File: config.mk
export PLATFORM = sky130hd
export DESIGN_NAME = ieg_top
export DESIGN_NICKNAME = d
export VERILOG_FILES = /design/src/common/ieg_pkg.sv /design/src/common/ieg_gate_if.sv /design/src/rtl/ieg_top.sv /design/src/rtl/ieg_gate.sv
export SDC_FILE = /design/constraint.sdc
export NUM_CORES = 1
export LEC_CHECK = 0
export BUFFER_PORTS_ARGS = -buffer_cell sky130_fd_sc_hd__buf_2
export CORE_MARGIN = 5
export CORE_UTILIZATION = 48
export CTS_CLUSTER_DIAMETER = 60
export DETAILED_ROUTE_END_ITERATION = 10
export GPL_TIMING_DRIVEN = 0
export HOLD_SLACK_MARGIN = 0.12
export PLACE_DENSITY = 0.75
export SLEW_MARGIN = 15
export SYNTH_ARGS = -nofsm -noshare
export SYNTH_HDL_FRONTEND = slang
export SYNTH_HIERARCHICAL = 1
export SYNTH_SLANG_ARGS = --single-unit
File: constraint.sdc
create_clock -name i_mclk -period 1.4 [get_ports i_mclk]
set_clock_uncertainty 0.15 [all_clocks]
set_input_delay 0.07 -clock i_mclk [delete_from_list [all_inputs] [get_ports i_mclk]]
set_output_delay 0.07 -clock i_mclk [all_outputs]
set_load 0.01 [all_outputs]
File: src/common/ieg_pkg.sv
// Constants and state types of the interrupt enable gating block
package ieg_pkg;
    // Register bus geometry
    localparam int unsigned ADDR_W = 8;
    localparam int unsigned DATA_W = 8;

    // Register offsets
    localparam logic [7:0] PRIMARY_IRQ_ENABLE_OFS   = 8'ha8;
    localparam logic [7:0] SECONDARY_IRQ_ENABLE_OFS = 8'ha9;
    localparam logic [7:0] PULSE_CH_IRQ_ENABLE_OFS  = 8'hc0;

    // Primary enable register field positions
    localparam int unsigned GLOBAL_IRQ_GATE_BIT      = 7;
    localparam int unsigned TIMER2_IRQ_EN_BIT        = 5;
    localparam int unsigned UART1_IRQ_EN_BIT         = 4;
    localparam int unsigned TIMER1_IRQ_EN_BIT        = 3;
    localparam int unsigned EXT_PIN1_IRQ_WAKE_EN_BIT = 2;
    localparam int unsigned TIMER0_IRQ_EN_BIT        = 1;
    localparam int unsigned EXT_PIN0_IRQ_WAKE_EN_BIT = 0;

    // Secondary enable register field position
    localparam int unsigned PULSE_GROUP_IRQ_EN_BIT = 7;

    // Pulse channel enable register: channel n sits at bit n
    localparam int unsigned PULSE_CH_NUM = 3;

    // Writable bits of each register; bit 6 of the primary one is reserved
    localparam logic [7:0] PRIMARY_WR_MASK   = 8'hbf;
    localparam logic [7:0] SECONDARY_WR_MASK = 8'h80;
    localparam logic [7:0] PULSE_CH_WR_MASK  = 8'h07;

    // Reset values
    localparam logic [7:0] PRIMARY_RST   = 8'h00;
    localparam logic [7:0] SECONDARY_RST = 8'h00;
    localparam logic [7:0] PULSE_CH_RST  = 8'h00;
    localparam logic [7:0] RDATA_RST     = 8'h00;

    // Register file state of the top module
    typedef struct packed {
        logic [7:0] primary;
        logic [7:0] secondary;
        logic [7:0] pulse_ch;
        logic [7:0] rdata;
    } ieg_regs_type;

    // Registered gated outputs of the gate module
    typedef struct packed {
        logic                    timer0_irq;
        logic                    timer1_irq;
        logic                    timer2_irq;
        logic                    uart1_irq;
        logic                    ext_pin_a_irq;
        logic                    ext_pin_b_irq;
        logic [PULSE_CH_NUM-1:0] pulse_ch_irq;
        logic                    pulse_irq;
        logic                    wake_pin_a;
        logic                    wake_pin_b;
    } ieg_gate_type;
endpackage

File: src/common/ieg_gate_if.sv
// Enable bits, raw requests and gated results between register file and gate
interface ieg_gate_if;
    // Enables from the register file
    logic                             global_irq_gate;
    logic                             timer0_irq_en;
    logic                             timer1_irq_en;
    logic                             timer2_irq_en;
    logic                             uart1_irq_en;
    logic                             ext_pin0_irq_wake_en;
    logic                             ext_pin1_irq_wake_en;
    logic                             pulse_group_irq_en;
    logic [ieg_pkg::PULSE_CH_NUM-1:0] pulse_ch_irq_en;
    // Raw requests from the sources
    logic                             timer0_req;
    logic                             timer1_req;
    logic                             timer2_req;
    logic                             uart1_req;
    logic                             ext_irq_pin_a;
    logic                             ext_irq_pin_b;
    logic [ieg_pkg::PULSE_CH_NUM-1:0] pulse_ch_req;
    // Gated results
    ieg_pkg::ieg_gate_type            gated;

    modport regs (
        output global_irq_gate, timer0_irq_en, timer1_irq_en, timer2_irq_en,
        output uart1_irq_en, ext_pin0_irq_wake_en, ext_pin1_irq_wake_en,
        output pulse_group_irq_en, pulse_ch_irq_en,
        output timer0_req, timer1_req, timer2_req, uart1_req,
        output ext_irq_pin_a, ext_irq_pin_b, pulse_ch_req,
        input  gated
    );
    modport gate (
        input  global_irq_gate, timer0_irq_en, timer1_irq_en, timer2_irq_en,
        input  uart1_irq_en, ext_pin0_irq_wake_en, ext_pin1_irq_wake_en,
        input  pulse_group_irq_en, pulse_ch_irq_en,
        input  timer0_req, timer1_req, timer2_req, uart1_req,
        input  ext_irq_pin_a, ext_irq_pin_b, pulse_ch_req,
        output gated
    );
endinterface

File: src/rtl/ieg_top.sv
// Interrupt enable gating: enable registers, register port and request gating
// Register map
//   0xa8 primary enables
//     bit 7 global gate over every interrupt output
//     bit 6 reserved, writes ignored, reads zero
//     bit 5 Timer2 request enable
//     bit 4 first serial port request enable
//     bit 3 Timer1 request enable
//     bit 2 pin B interrupt and wake enable
//     bit 1 Timer0 request enable
//     bit 0 pin A interrupt and wake enable
//   0xa9 secondary enables
//     bit 7 pulse group enable, other bits read zero
//   0xc0 pulse channel enables
//     bit n enables channel n, upper bits read zero
//   Any other address: writes dropped, reads zero
//   All enables clear to zero on reset
//
// Register port
//   One-cycle write strobe with address and data
//   A write lands at the edge that samples its strobe
//   One-cycle read strobe with address
//   Read data stand only in the cycle after the strobe
//   Read data are zero otherwise, so no valid flag is needed
//   The port never stalls; strobes may run back to back
//   Both strobes at once is not a legal request
//
// Request path
//   Requests are sampled with the enables of the same edge
//   Gated outputs follow one cycle later, as levels
//   An enable written at one edge acts from the next cycle
//   Pulse channels need channel, group and global enables
//   The pulse summary is the OR of the gated channels
//
// Wake-up
//   Wake outputs follow a pin and its own enable only
//   The global gate is left out so a halted core can wake
//   Software that wants no wake must clear the pin enable
//
// Clock enable
//   Low freezes registers, read data and gated outputs
//   A strobe seen while frozen is dropped, not queued
//   Requests seen while frozen are not remembered either
//
// Reset
//   Asynchronous, active low, clears all registers
//   Read data and gated outputs are zero while it is low
//   The first strobe may follow in the first cycle after release
//
// Gate link
//   Enables and raw requests travel to the gate in one interface
//   The gate returns its registered outputs in the same bundle
//
// Limitations
//   Inputs are taken as synchronous to the clock
//   Asynchronous pins need synchronisers outside this block
//   No priority or vectoring here; the core sorts requests out
//   The block holds no pending flags; sources keep their own
//   The output stage costs one cycle of latency but keeps
//   the lines to the core free of decode glitches
module ieg_top (
    // Clock, reset and freeze
    input  wire logic                                 i_mclk,
    input  wire logic                                 i_rstn,
    input  wire logic                                 i_ce,
    // Register port
    input  wire logic [ieg_pkg::ADDR_W-1:0]           i_addr,
    input  wire logic [ieg_pkg::DATA_W-1:0]           i_wdata,
    input  wire logic                                 i_wr,
    input  wire logic                                 i_rd,
    output logic      [ieg_pkg::DATA_W-1:0]           o_rdata,
    // Raw requests from the sources
    input  wire logic                                 i_timer0_req,
    input  wire logic                                 i_timer1_req,
    input  wire logic                                 i_timer2_req,
    input  wire logic                                 i_uart1_req,
    input  wire logic                                 i_ext_irq_pin_a,
    input  wire logic                                 i_ext_irq_pin_b,
    input  wire logic [ieg_pkg::PULSE_CH_NUM-1:0]     i_pulse_ch_req,
    // Gated requests to the core interrupt logic
    output logic                                      o_timer0_irq,
    output logic                                      o_timer1_irq,
    output logic                                      o_timer2_irq,
    output logic                                      o_uart1_irq,
    output logic                                      o_ext_pin_a_irq,
    output logic                                      o_ext_pin_b_irq,
    output logic      [ieg_pkg::PULSE_CH_NUM-1:0]     o_pulse_ch_irq,
    output logic                                      o_pulse_irq,
    // Wake-up requests to the power control
    output logic                                      o_wake_pin_a,
    output logic                                      o_wake_pin_b
);
    ieg_pkg::ieg_regs_type st_reg;   // All register state
    ieg_pkg::ieg_regs_type st_next;  // Next value
    ieg_gate_if            gif ();   // Link to the gate

    // Reserved bits are masked on write rather than on read,
    // so the stored value and the read value never differ
    // Masked write keeps reserved bits at zero
    function automatic logic [7:0] wr_field(input logic [7:0] old, input logic [7:0] wd,
                                            input logic [7:0] mask);
        wr_field = (old & ~mask) | (wd & mask);
    endfunction

    // Next-state logic of the whole register file
    // Write and read never arrive together, so no priority is needed
    // Register writes and registered read data
    always_comb begin
        st_next = st_reg;
        // Writes: values stay until rewritten or reset
        if (i_wr) begin
            unique case (i_addr)
                ieg_pkg::PRIMARY_IRQ_ENABLE_OFS: begin
                    st_next.primary = wr_field(st_reg.primary, i_wdata,
                                               ieg_pkg::PRIMARY_WR_MASK);
                end
                ieg_pkg::SECONDARY_IRQ_ENABLE_OFS: begin
                    st_next.secondary = wr_field(st_reg.secondary, i_wdata,
                                                 ieg_pkg::SECONDARY_WR_MASK);
                end
                ieg_pkg::PULSE_CH_IRQ_ENABLE_OFS: begin
                    st_next.pulse_ch = wr_field(st_reg.pulse_ch, i_wdata,
                                                ieg_pkg::PULSE_CH_WR_MASK);
                end
                // Unmapped writes are dropped
                // Silent drop keeps the port free of error paths
                default: begin
                end
            endcase
        end
        // Read data valid only in the cycle after the strobe
        // Zero by default so a stale value never lingers
        st_next.rdata = ieg_pkg::RDATA_RST;
        if (i_rd) begin
            unique case (i_addr)
                ieg_pkg::PRIMARY_IRQ_ENABLE_OFS: begin
                    st_next.rdata = st_reg.primary;
                end
                ieg_pkg::SECONDARY_IRQ_ENABLE_OFS: begin
                    st_next.rdata = st_reg.secondary;
                end
                ieg_pkg::PULSE_CH_IRQ_ENABLE_OFS: begin
                    st_next.rdata = st_reg.pulse_ch;
                end
                // Unmapped reads return zero
                // Same value as a reserved bit, one rule everywhere
                default: begin
                    st_next.rdata = ieg_pkg::RDATA_RST;
                end
            endcase
        end
    end

    // State register, frozen while the clock enable is low
    // Reset clears every enable, so nothing passes until software acts
    // Fields reset one by one to name each reset value
    always_ff @(posedge i_mclk or negedge i_rstn) begin
        if (!i_rstn) begin
            st_reg.primary   <= ieg_pkg::PRIMARY_RST;
            st_reg.secondary <= ieg_pkg::SECONDARY_RST;
            st_reg.pulse_ch  <= ieg_pkg::PULSE_CH_RST;
            st_reg.rdata     <= ieg_pkg::RDATA_RST;
        end else if (i_ce) begin
            st_reg <= st_next;
        end
    end

    // Enable fields out to the gate
    // Field positions come from the package, one name each
    // Enables reach the gate straight from the flops
    // Reserved bits are never routed anywhere
    assign gif.global_irq_gate      = st_reg.primary[ieg_pkg::GLOBAL_IRQ_GATE_BIT];
    assign gif.timer2_irq_en        = st_reg.primary[ieg_pkg::TIMER2_IRQ_EN_BIT];
    assign gif.uart1_irq_en         = st_reg.primary[ieg_pkg::UART1_IRQ_EN_BIT];
    assign gif.timer1_irq_en        = st_reg.primary[ieg_pkg::TIMER1_IRQ_EN_BIT];
    assign gif.ext_pin1_irq_wake_en = st_reg.primary[ieg_pkg::EXT_PIN1_IRQ_WAKE_EN_BIT];
    assign gif.timer0_irq_en        = st_reg.primary[ieg_pkg::TIMER0_IRQ_EN_BIT];
    assign gif.ext_pin0_irq_wake_en = st_reg.primary[ieg_pkg::EXT_PIN0_IRQ_WAKE_EN_BIT];
    assign gif.pulse_group_irq_en   = st_reg.secondary[ieg_pkg::PULSE_GROUP_IRQ_EN_BIT];
    assign gif.pulse_ch_irq_en      = st_reg.pulse_ch[ieg_pkg::PULSE_CH_NUM-1:0];

    // Raw requests to the gate
    // Passed through untouched; the gate registers them once
    assign gif.timer0_req    = i_timer0_req;
    assign gif.timer1_req    = i_timer1_req;
    assign gif.timer2_req    = i_timer2_req;
    assign gif.uart1_req     = i_uart1_req;
    assign gif.ext_irq_pin_a = i_ext_irq_pin_a;
    assign gif.ext_irq_pin_b = i_ext_irq_pin_b;
    assign gif.pulse_ch_req  = i_pulse_ch_req;

    // Gating logic
    // One flop stage for every gated line
    ieg_gate i_ieg_gate (
        .i_mclk (i_mclk),
        .i_rstn (i_rstn),
        .i_ce   (i_ce),
        .gif    (gif)
    );

    // Outputs, all from flip-flops
    // Read data from the register file, requests from the gate
    // Every output comes from a flop, never from decode
    assign o_rdata         = st_reg.rdata;
    assign o_timer0_irq    = gif.gated.timer0_irq;
    assign o_timer1_irq    = gif.gated.timer1_irq;
    assign o_timer2_irq    = gif.gated.timer2_irq;
    assign o_uart1_irq     = gif.gated.uart1_irq;
    assign o_ext_pin_a_irq = gif.gated.ext_pin_a_irq;
    assign o_ext_pin_b_irq = gif.gated.ext_pin_b_irq;
    assign o_pulse_ch_irq  = gif.gated.pulse_ch_irq;
    assign o_pulse_irq     = gif.gated.pulse_irq;
    assign o_wake_pin_a    = gif.gated.wake_pin_a;
    assign o_wake_pin_b    = gif.gated.wake_pin_b;
endmodule

File: src/rtl/ieg_gate.sv
// Gating of interrupt requests and wake-up requests by the enable bits
module ieg_gate (
    // Clock, reset and freeze
    input  wire logic i_mclk,
    input  wire logic i_rstn,
    input  wire logic i_ce,
    // Enables in, gated requests out
    ieg_gate_if.gate  gif
);
    ieg_pkg::ieg_gate_type st_reg;   // Registered gated outputs
    ieg_pkg::ieg_gate_type st_next;  // Next value

    // Request passes only with its own enable and the global gate
    function automatic logic gate_req(input logic req, input logic en, input logic glob);
        gate_req = req & en & glob;
    endfunction

    // Combine requests with enables; one cycle of latency to the core
    always_comb begin
        st_next               = st_reg;
        st_next.timer2_irq    = gate_req(gif.timer2_req, gif.timer2_irq_en,
                                         gif.global_irq_gate);
        st_next.uart1_irq     = gate_req(gif.uart1_req, gif.uart1_irq_en,
                                         gif.global_irq_gate);
        st_next.timer1_irq    = gate_req(gif.timer1_req, gif.timer1_irq_en,
                                         gif.global_irq_gate);
        st_next.ext_pin_b_irq = gate_req(gif.ext_irq_pin_b, gif.ext_pin1_irq_wake_en,
                                         gif.global_irq_gate);
        st_next.timer0_irq    = gate_req(gif.timer0_req, gif.timer0_irq_en,
                                         gif.global_irq_gate);
        st_next.ext_pin_a_irq = gate_req(gif.ext_irq_pin_a, gif.ext_pin0_irq_wake_en,
                                         gif.global_irq_gate);
        // Wake-up follows the pin enable alone, so the gate does not keep a sleeper asleep
        st_next.wake_pin_b    = gif.ext_irq_pin_b & gif.ext_pin1_irq_wake_en;
        st_next.wake_pin_a    = gif.ext_irq_pin_a & gif.ext_pin0_irq_wake_en;
        // Pulse channels need channel enable, group enable and global gate
        for (int n = 0; n < int'(ieg_pkg::PULSE_CH_NUM); n++) begin
            st_next.pulse_ch_irq[n] = gate_req(gif.pulse_ch_req[n],
                                               gif.pulse_ch_irq_en[n] & gif.pulse_group_irq_en,
                                               gif.global_irq_gate);
        end
        st_next.pulse_irq     = |st_next.pulse_ch_irq;
    end

    // State register, frozen while the clock enable is low
    always_ff @(posedge i_mclk or negedge i_rstn) begin
        if (!i_rstn) begin
            st_reg <= '0;
        end else if (i_ce) begin
            st_reg <= st_next;
        end
    end

    assign gif.gated = st_reg;
endmodule

==> results_dict.tcl, run 1 <==
set metrics [dict create \
    outcome "complete, but fails checks" \
    violations "hold timing" \
    worstPathArrival_ps 1400 \
    cp_data_required_time_ps 1460 \
    clockBufferDepth 2 \
    grt_pass1_vias 1254 \
    worst_pin_slew_ps 666 \
    syn_nets 146 \
    dieArea_sq_um 4110 \
    antenna_found_initial 0 \
    drt_wl_total_mm 3.32 \
    hpwl_mm 2.29 \
    period_share 0.956 \
    fillers 191 \
    cts_tree "built" \
    ys_async_sr_fraction 1.00 \
    nets 226 \
    fin_cells 228 \
    fin_area_sq_um 2020 \
    grt_pass1_wl_mm 5.62 \
    hold_violations 2 \
    rrSetupSlack_ps 70 \
    synth_ff_type "dfrtp_1" \
    relSlewSlack 0.556 \
    crit_start "i_ext_irq_pin_a" \
    row_count 19 \
    cts_sinks 31 \
    hold_ws_ps -51.6 \
    seq_area_frac_synth 0.553 \
    grt_max_degree 32 \
    die_h_microns 64.1 \
    startpoint_type "input pin" \
    root_buffer "clkbuf_4" \
    endpoint_kind "register" \
    routed-via-count 1200 \
    path_clk_slew_ps 100 \
    insertion_delay_ps 330 \
    num_io_pins 50 \
    cts-buffers-inserted 5 \
    synth_edf_count 0 \
    drc 0 \
    die_x_microns 64.1 \
    via_per_inst 5.26 \
    dpl.cell_count 195 \
    setup_viol_count_final 0 \
    syn_area_sq_um 1400 \
    leakagePower_nw 1.02 \
    ctsResizeCount 0 \
    crit_fanout 2 \
    power.density_nw_per_um2 894 \
    syn2layout_area_growth_pct 43.7 \
    hold_path_class "in -> reg" \
    placed_area_sq_um 1680 \
    yosysWarnings 6 \
    drv_cap 0 \
    start_util 0.505 \
    wl_per_cell_microns 14.6 \
    r2r_end "i_ieg_gate/gif.gated[1]" \
    syn_avg_cell_area_sq_um 12.1 \
    drtIter0Drc 96 \
    crit_path_end "i_ieg_gate/gif.gated[1]" \
    track_usage 0.174 \
    drtAntennaViolNets 0 \
    reg2reg_depth 3 \
    peakVddDrop_uv 950 \
    utilization 0.725 \
    portBuffers 48 \
    path_class "in -> reg" \
    drv_slew 0 \
    layout_min_cycle_time_ps 1340 \
    gr-total-overflow 0 \
    core-area_sq_um 2780 \
    drive_above_1_share 0.391 \
    synth_cells 116 \
    ctsHoldBuffers 24 \
    fmax_mhz 747 \
    place.gp.congestion 0.739 \
    cts_max_level 2 \
    synth-seq-cells 31 \
    reg2reg_from "gif.ext_pin0_irq_wake_en" \
    synth_cell_types 27 \
    tns_ps 0 \
    diodes 0 \
    dr.pass1.iters 4 \
]
critical path: stages:
cell,delay [ps]
dlygate4sd3_1,540
buf_2,130
nand3_1,60
dlygate4sd3_1,540
o21ai_1,60
flip-flops by register name, indices dropped and copies added (netlist names):
| signal | flops |
|---|---|
| gif.global_irq_gate | 1 |
| gif.pulse_ch_irq_en | 3 |
| gif.ext_pin1_irq_wake_en | 1 |
| gif.timer1_irq_en | 1 |
| o_rdata | 8 |
| gif.timer0_irq_en | 1 |
| gif.ext_pin0_irq_wake_en | 1 |
| i_ieg_gate/gif.gated | 12 |
| gif.pulse_group_irq_en | 1 |
| gif.uart1_irq_en | 1 |
| gif.timer2_irq_en | 1 |
power breakdown:
| group | switching (mW) | internal, mW | total [mW] |
|---|---|---|---|
| Combinational | 0.0751 | 0.0973 | 0.172 |
| Sequential | 0.00988 | 0.904 | 0.914 |
| Clock | 0.296 | 0.422 | 0.718 |
area by class of cell:
type	count	area, sq um	share of cell area
plain buffers	6	50.0	0.0248
clock buffers	6	51.3	0.0254
clock inverters	2	35.0	0.0174
inverters	16	60.1	0.0298
multi-input cells	63	518	0.257
flip-flops and latches	31	776	0.385
well taps	31	38.8	0.0192
repair buffers	73	488	0.242
synthesized netlist by cell type, types with 3 or more instances:
cell | number | share of area
nand3_1 | 3 | 0.011
nand4_1 | 8 | 0.036
mux2_4 | 7 | 0.075
dfrtp_1 | 31 | 0.55
a22oi_1 | 3 | 0.016
buf_6 | 3 | 0.024
o22ai_1 | 7 | 0.031
o21ai_1 | 8 | 0.029
nor2b_1 | 4 | 0.018
mux2_2 | 5 | 0.040
inv_1 | 16 | 0.043
nand2_1 | 3 | 0.0080
a41o_1 | 3 | 0.021
timing repair:
item / CTS / global route
buffers inserted: 0 / 1
hold endpoints to repair: 62 / 11
setup endpoints to repair: 0 / 1
how the worst min path moves through the flow:
stage | cells past startpoint | slack (ps) | start | endpoint
CTS | 4 | -60 | i_addr[1] | o_rdata[7]
global placement | 1 | -20 | i_rstn | o_rdata[4]
global route | 4 | -70 | i_addr[1] | o_rdata[7]
finish | 4 | -50 | i_addr[1] | o_rdata[7]
floorplan | 0 | -380 | i_rstn | gif.ext_pin0_irq_wake_en
detailed placement | 1 | -3 | i_rstn | o_rdata[4]
placed cells by master, fill, tap and decap left out, drive strengths merged, types with 4 or more instances in the layout:
cell	instances
buf	54
clkbuf	7
dfrtp	31
dlygate4sd3	24
inv	16
mux2	12
nand4	8
nor2b	4
o21ai	8
o22ai	7
per-layer routing:
metal	routed length, microns	track usage	share of wire
met5	0	0	0
met4	45	0.0753	0.014
met3	235	0.0525	0.071
met2	1600	0.265	0.48
met1	1440	0.227	0.43
per-stage QoR:
stage	total power, mW	worst slack [ps]
floorplan	0.974	42.6
global placement	1.05	-150
detailed placement	1.06	-155
CTS	1.83	36.5
global route	1.90	-5.83
finish	1.80	61.3
kinds of logic after synthesis:
| kind of cell | after synthesis | share of synthesized area |
|---|---|---|
| and+or+nand+nor | 28 | 0.143 |
| AOI/OAI and AO/OA | 22 | 0.104 |
| muxes | 13 | 0.122 |
| buffers and inverters | 22 | 0.0784 |
| DFF | 31 | 0.553 |
No activity file was read; power rests on OpenSTA's default activity.
==> run 2, diff against run 1 <==
==> constraint.sdc (replaced) <==
create_clock -name i_mclk -period 1.4 [get_ports i_mclk]
set_clock_uncertainty 0.15 [all_clocks]
set_input_delay 0.28 -clock i_mclk [delete_from_list [all_inputs] [get_ports i_mclk]]
set_output_delay 0.28 -clock i_mclk [all_outputs]
set_load 0.01 [all_outputs]
==> run 2 against run 1 <==
Compared with the run above: the run now ends clean; worst setup slack worse by 37 ps; cell count shrank 1.3%; register-to-register slack gained 110 ps; total power rose by 0.67%; count of clock-buffer cells in the layout unchanged; sequential power about the same; first-iteration DRC count down 24%; sequential cell count stayed put; die area unchanged; critical endpoint is now i_ieg_gate/gif.gated[2]; largest cell class unchanged; largest power group unchanged.
==> results_dict.tcl, run 2 (same netlist as run 1, synthesis figures left out) <==
set metrics [dict create \
    dr.pass1.iters 4 \
    crit_fanout 2 \
    grt_setup_unrepaired "false" \
    dieArea_sq_um 4110 \
    leakagePower_nw 1.01 \
    hold_violations 0 \
    grt_pass1_vias 1228 \
    final_cell_mix "48 x buf_2, 31 x dfrtp_1, 19 x dlygate4sd3_1, 16 x inv_1" \
    fillers 214 \
    clockBufferDepth 2 \
    core-area_sq_um 2780 \
    reg2reg_depth 3 \
    regArea_sq_um 776 \
    place.gp.congestion 0.757 \
    die_h_microns 64.1 \
    worst_pin_slew_ps 661 \
    routed-via-count 1180 \
    cts_sinks 31 \
    cts-buffers-inserted 5 \
    grt_max_degree 32 \
    dpl.cell_count 195 \
    track_usage 0.174 \
    hpwl_mm 2.36 \
    startpoint_type "input pin" \
    drtIter0Drc 73 \
    placed_area_sq_um 1680 \
    layout_min_cycle_time_ps 1380 \
    utilization 0.713 \
    outcome "completed" \
    root_buffer "clkbuf_4" \
    drc 0 \
    setup_viol_count_final 0 \
    syn2layout_area_growth_pct 41.4 \
    cp_data_required_time_ps 1460 \
    final_common_cell "buf_2" \
    fin_area_sq_um 1980 \
    cts_tree "built" \
    hold_path_class "in -> reg" \
    insertion_delay_ps 340 \
    relSlewSlack 0.559 \
    nets 223 \
    die_x_microns 64.1 \
    gr-total-overflow 0 \
    fin_cells 225 \
    path_clk_slew_ps 100 \
    row_count 19 \
    via_per_inst 5.24 \
    largest_register_ffs 12 \
    peakVddDrop_uv 1100 \
    drv_cap 0 \
    worstPathArrival_ps 1440 \
    antenna_found_initial 0 \
    portBuffers 48 \
    power.density_nw_per_um2 915 \
    multi_input_area_sq_um 518 \
    fmax_mhz 727 \
    start_util 0.505 \
    cts_max_level 2 \
    tns_ps 0 \
    period_share 0.983 \
    diodes 0 \
    num_io_pins 50 \
    endpoint_kind "register" \
    grt_pass1_wl_mm 5.58 \
    path_class "in -> reg" \
    drive_above_1_share 0.407 \
    drtAntennaViolNets 0 \
    hold_depth 3 \
    wl_per_cell_microns 15.0 \
    drt_wl_total_mm 3.38 \
    drv_slew 0 \
]
==> run 2: cell type report <==
cell class	instances	area share
Buffer	6	0.0265
Clock buffer	6	0.0259
Clock inverter	2	0.0177
Inverter	16	0.0303
Multi-Input combinational cell	63	0.261
Sequential cell	31	0.391
Tap cell	31	0.0195
Timing Repair Buffer	70	0.228
==> run 2: critical path: stages <==
cell           delay [ps]
dlygate4sd3_1         530
buf_2                 130
a222oi_1              360
o22ai_1               140
==> run 2: worst paths after layout <==
path	end	slack, ps	startpoint
setup / recovery	i_ieg_gate/gif.gated[2]	20	i_pulse_ch_req[1]
hold / removal	gif.pulse_group_irq_en	180	i_addr[0]
setup reg to reg	i_ieg_gate/gif.gated[5]	180	gif.global_irq_gate
hold reg to reg	i_ieg_gate/gif.gated[9]	360	i_ieg_gate/gif.gated[9]
max in group asynchronous	i_ieg_gate/gif.gated[6]	320	i_rstn
min in group asynchronous	gif.ext_pin0_irq_wake_en	360	i_rstn
==> run 2: power breakdown <==
part | switching (mW) | leakage, nW | internal [mW]
Combinational | 0.0746 | 0.531 | 0.0938
Clock | 0.312 | 0.0482 | 0.422
Sequential | 0.00991 | 0.432 | 0.904
Total | 0.396 | 1.01 | 1.42
==> run 2: metrics by stage <==
step / setup slack [ps] / total power [mW] / hold WS, ps
global placement: -358 / 1.05 / 195
finish: 23.9 / 1.82 / 175
CTS: 38.7 / 1.83 / 162
floorplan: -164 / 0.974 / -166
global route: 2.34 / 1.90 / 180
detailed placement: -367 / 1.06 / 209
==> run 2: layer usage <==
layer | wire, microns | track usage | vias up
met3 | 253 | 0.0490 | 6
met1 | 1430 | 0.210 | 561
met4 | 57 | 0.0623 | 0
met2 | 1630 | 0.294 | 41
met5 | 0 | 0 | -
li1 | - | - | 572
==> run 2: timing repair <==
item                                    in CTS  in global routing
pin swaps                                    1                  2
endpoints found under the hold margin       56                  0
resized for setup                            0                  2
buffers inserted                             2                  1
endpoints found under the setup margin       3                  7
hold buffers                                19                  0
==> run 3, diff against run 2 <==
--- a/config.mk
+++ b/config.mk
@@ -6,8 +6,10 @@
 export NUM_CORES = 1
 export LEC_CHECK = 0
 export BUFFER_PORTS_ARGS = -buffer_cell sky130_fd_sc_hd__buf_2
+export CELL_PAD_IN_SITES_DETAIL_PLACEMENT = 1
+export CELL_PAD_IN_SITES_GLOBAL_PLACEMENT = 2
 export CORE_MARGIN = 5
-export CORE_UTILIZATION = 48
+export CORE_UTILIZATION = 30
 export CTS_CLUSTER_DIAMETER = 60
 export DETAILED_ROUTE_END_ITERATION = 10
 export GPL_TIMING_DRIVEN = 0
==> run 3 against run 2 <==
Compared with the run above: the flow now finishes with violations (setup timing); hold slack worse by 50 ps; critical path type unchanged; sequential power about the same; core utilization down 27 points; register-to-register slack better by 20 ps; count of clock-buffer cells in the layout unchanged; clock power down 4.9%; maximum frequency down 6.1%; combinational power down 5%; global-route usage down 4.2 points; critical endpoint is now gif.timer1_irq_en; die area up 50%.
==> results_dict.tcl, run 3 (same netlist as run 1, synthesis figures left out) <==
set metrics [dict create \
    outcome "complete, but fails checks" \
    violations "setup timing" \
    wl_per_cell_microns 15.5 \
    drc 0 \
    final_common_cell "buf_2" \
    path_common_cell "buf_6" \
    via_per_inst 4.89 \
    relSlewSlack 0.546 \
    place.gp.congestion 0.794 \
    leakagePower_nw 0.980 \
    drive_above_1_share 0.405 \
    worstPathArrival_ps 1480 \
    grt_pass1_wl_mm 6.22 \
    p_clk_frac 0.394 \
    max_stage_delay_ps 370 \
    cts_tree "built" \
    grt_pass1_vias 1273 \
    fin_total_pwr_mw 1.77 \
    num_io_pins 50 \
    placed_area_sq_um 1710 \
    power_frac_seq 0.517 \
    peakVddDrop_uv 382 \
    final_cell_mix "46 x buf_2, 31 x dfrtp_1, 16 x inv_1, 14 x dlygate4sd3_1" \
    cts_max_level 2 \
    dieArea_sq_um 6150 \
    cp_slowest_cell "nor4b_4" \
    root_buffer "clkbuf_8" \
    path_clk_slew_ps 60 \
    drv_slew 0 \
    drtAntennaViolNets 0 \
    startpoint_type "input pin" \
    path_depth 5 \
    syn2layout_area_growth_pct 39.0 \
    hpwl_mm 2.81 \
    crit_start "i_addr[4]" \
    fmax_mhz 682 \
    hold_depth 2 \
    worst_pin_slew_ps 680 \
    routed-via-count 1160 \
    die_x_microns 78.4 \
    row_count 24 \
    utilization 0.439 \
    power_frac_comb 0.089 \
    period_share 1.05 \
    clockBufferDepth 2 \
    internal_power_mw 1.38 \
    reg2reg_from "gif.global_irq_gate" \
    setup_viol_count_final 7 \
    power.density_nw_per_um2 908 \
    diodes 0 \
    switching_share 0.224 \
    track_usage 0.131 \
    grt_max_degree 32 \
    path_class "in -> reg" \
    largest_register_ffs 12 \
    endpoint_kind "register" \
    drv_cap 0 \
    fillers 510 \
    gr-total-overflow 0 \
    die_h_microns 78.4 \
    reg2reg_depth 3 \
    portBuffers 48 \
    drt_wl_total_mm 3.66 \
    path_delay_family "simple AND/OR/NAND/NOR gates" \
    path_cells "buf_6 -> nor4b_4 -> and4b_1 -> buf_6 -> mux2_4" \
    insertion_delay_ps 280 \
    cts-buffers-inserted 5 \
    crit_fanout 7 \
    hold_violations 0 \
    cp_data_required_time_ps 1420 \
    grt_setup_unrepaired "true" \
    fin_area_sq_um 1950 \
    drtIter0Drc 45 \
    hold_path_class "in -> reg" \
    holdCritStartpoint "i_pulse_ch_req[0]" \
    p_sw_uw 397 \
    setup_ws_ps -66.1 \
    layout_min_cycle_time_ps 1470 \
    nets 215 \
    cts_sinks 31 \
    dr.pass1.iters 4 \
    core-area_sq_um 4440 \
    start_util 0.316 \
    worstPathBufferInverterCount 2 \
    antenna_found_initial 0 \
]
==> run 3: cell types whose count changed in the layout (fill, tap and decap cells not counted), sizes merged <==
cell / delta
dlygate4sd3: -5
buf: -2
bufinv: -1
clkbuf: -1
==> run 3: metal layers <==
layer	global-route usage	wire length (microns)	vias up
met5	0	0	-
met4	0.0629	92	0
met3	0.0458	228	9
met2	0.212	1810	34
met1	0.157	1540	566
li1	-	-	551
==> run 3: power groups by stage <==
stage | clock network [mW] | registers, mW | logic, mW
global placement | 0 | 0.932 | 0.125
finish | 0.698 | 0.916 | 0.159
floorplan | 0 | 0.929 | 0.0450
detailed placement | 0 | 0.932 | 0.127
CTS | 0.721 | 0.916 | 0.162
global route | 0.771 | 0.917 | 0.175
==> run 3: final timing paths <==
check,to,slack [ps]
max,gif.timer1_irq_en,-70
min,i_ieg_gate/gif.gated[3],130
max reg2reg,i_ieg_gate/gif.gated[4],200
min reg2reg,o_rdata[6],340
max in group asynchronous,gif.pulse_group_irq_en,230
min in group asynchronous,gif.timer2_irq_en,420
==> run 3: cell type report <==
cell class	instances	area, sq um	share of cell area
Inverter	16	60.1	0.0308
Multi-Input combinational cell	63	518	0.265
Sequential cell	31	776	0.397
Buffer	6	50.0	0.0256
Clock buffer	6	82.6	0.0423
Timing Repair Buffer	62	395	0.203
Tap cell	52	65.1	0.0333
Clock inverter	1	5.00	0.00256
==> run 3: timing repair <==
action                     4_1_cts  5_1_grt
gates resized for setup          2        1
pin swaps                        2        4
buffers inserted                 0        1
hold endpoints to repair        49        0
setup endpoints to repair       10       11
hold buffers                    14        0
==> run 3: per-stage QoR <==
stage	setup WS, ps	cells	hold WS, ps	TNS (ps)
detailed placement	-397	216	215	-3840
global placement	-386	216	209	-3640
finish	-66.1	237	125	-396
global route	-113	237	132	-718
floorplan	-164	116	-166	-1360
CTS	-80.6	237	128	-506
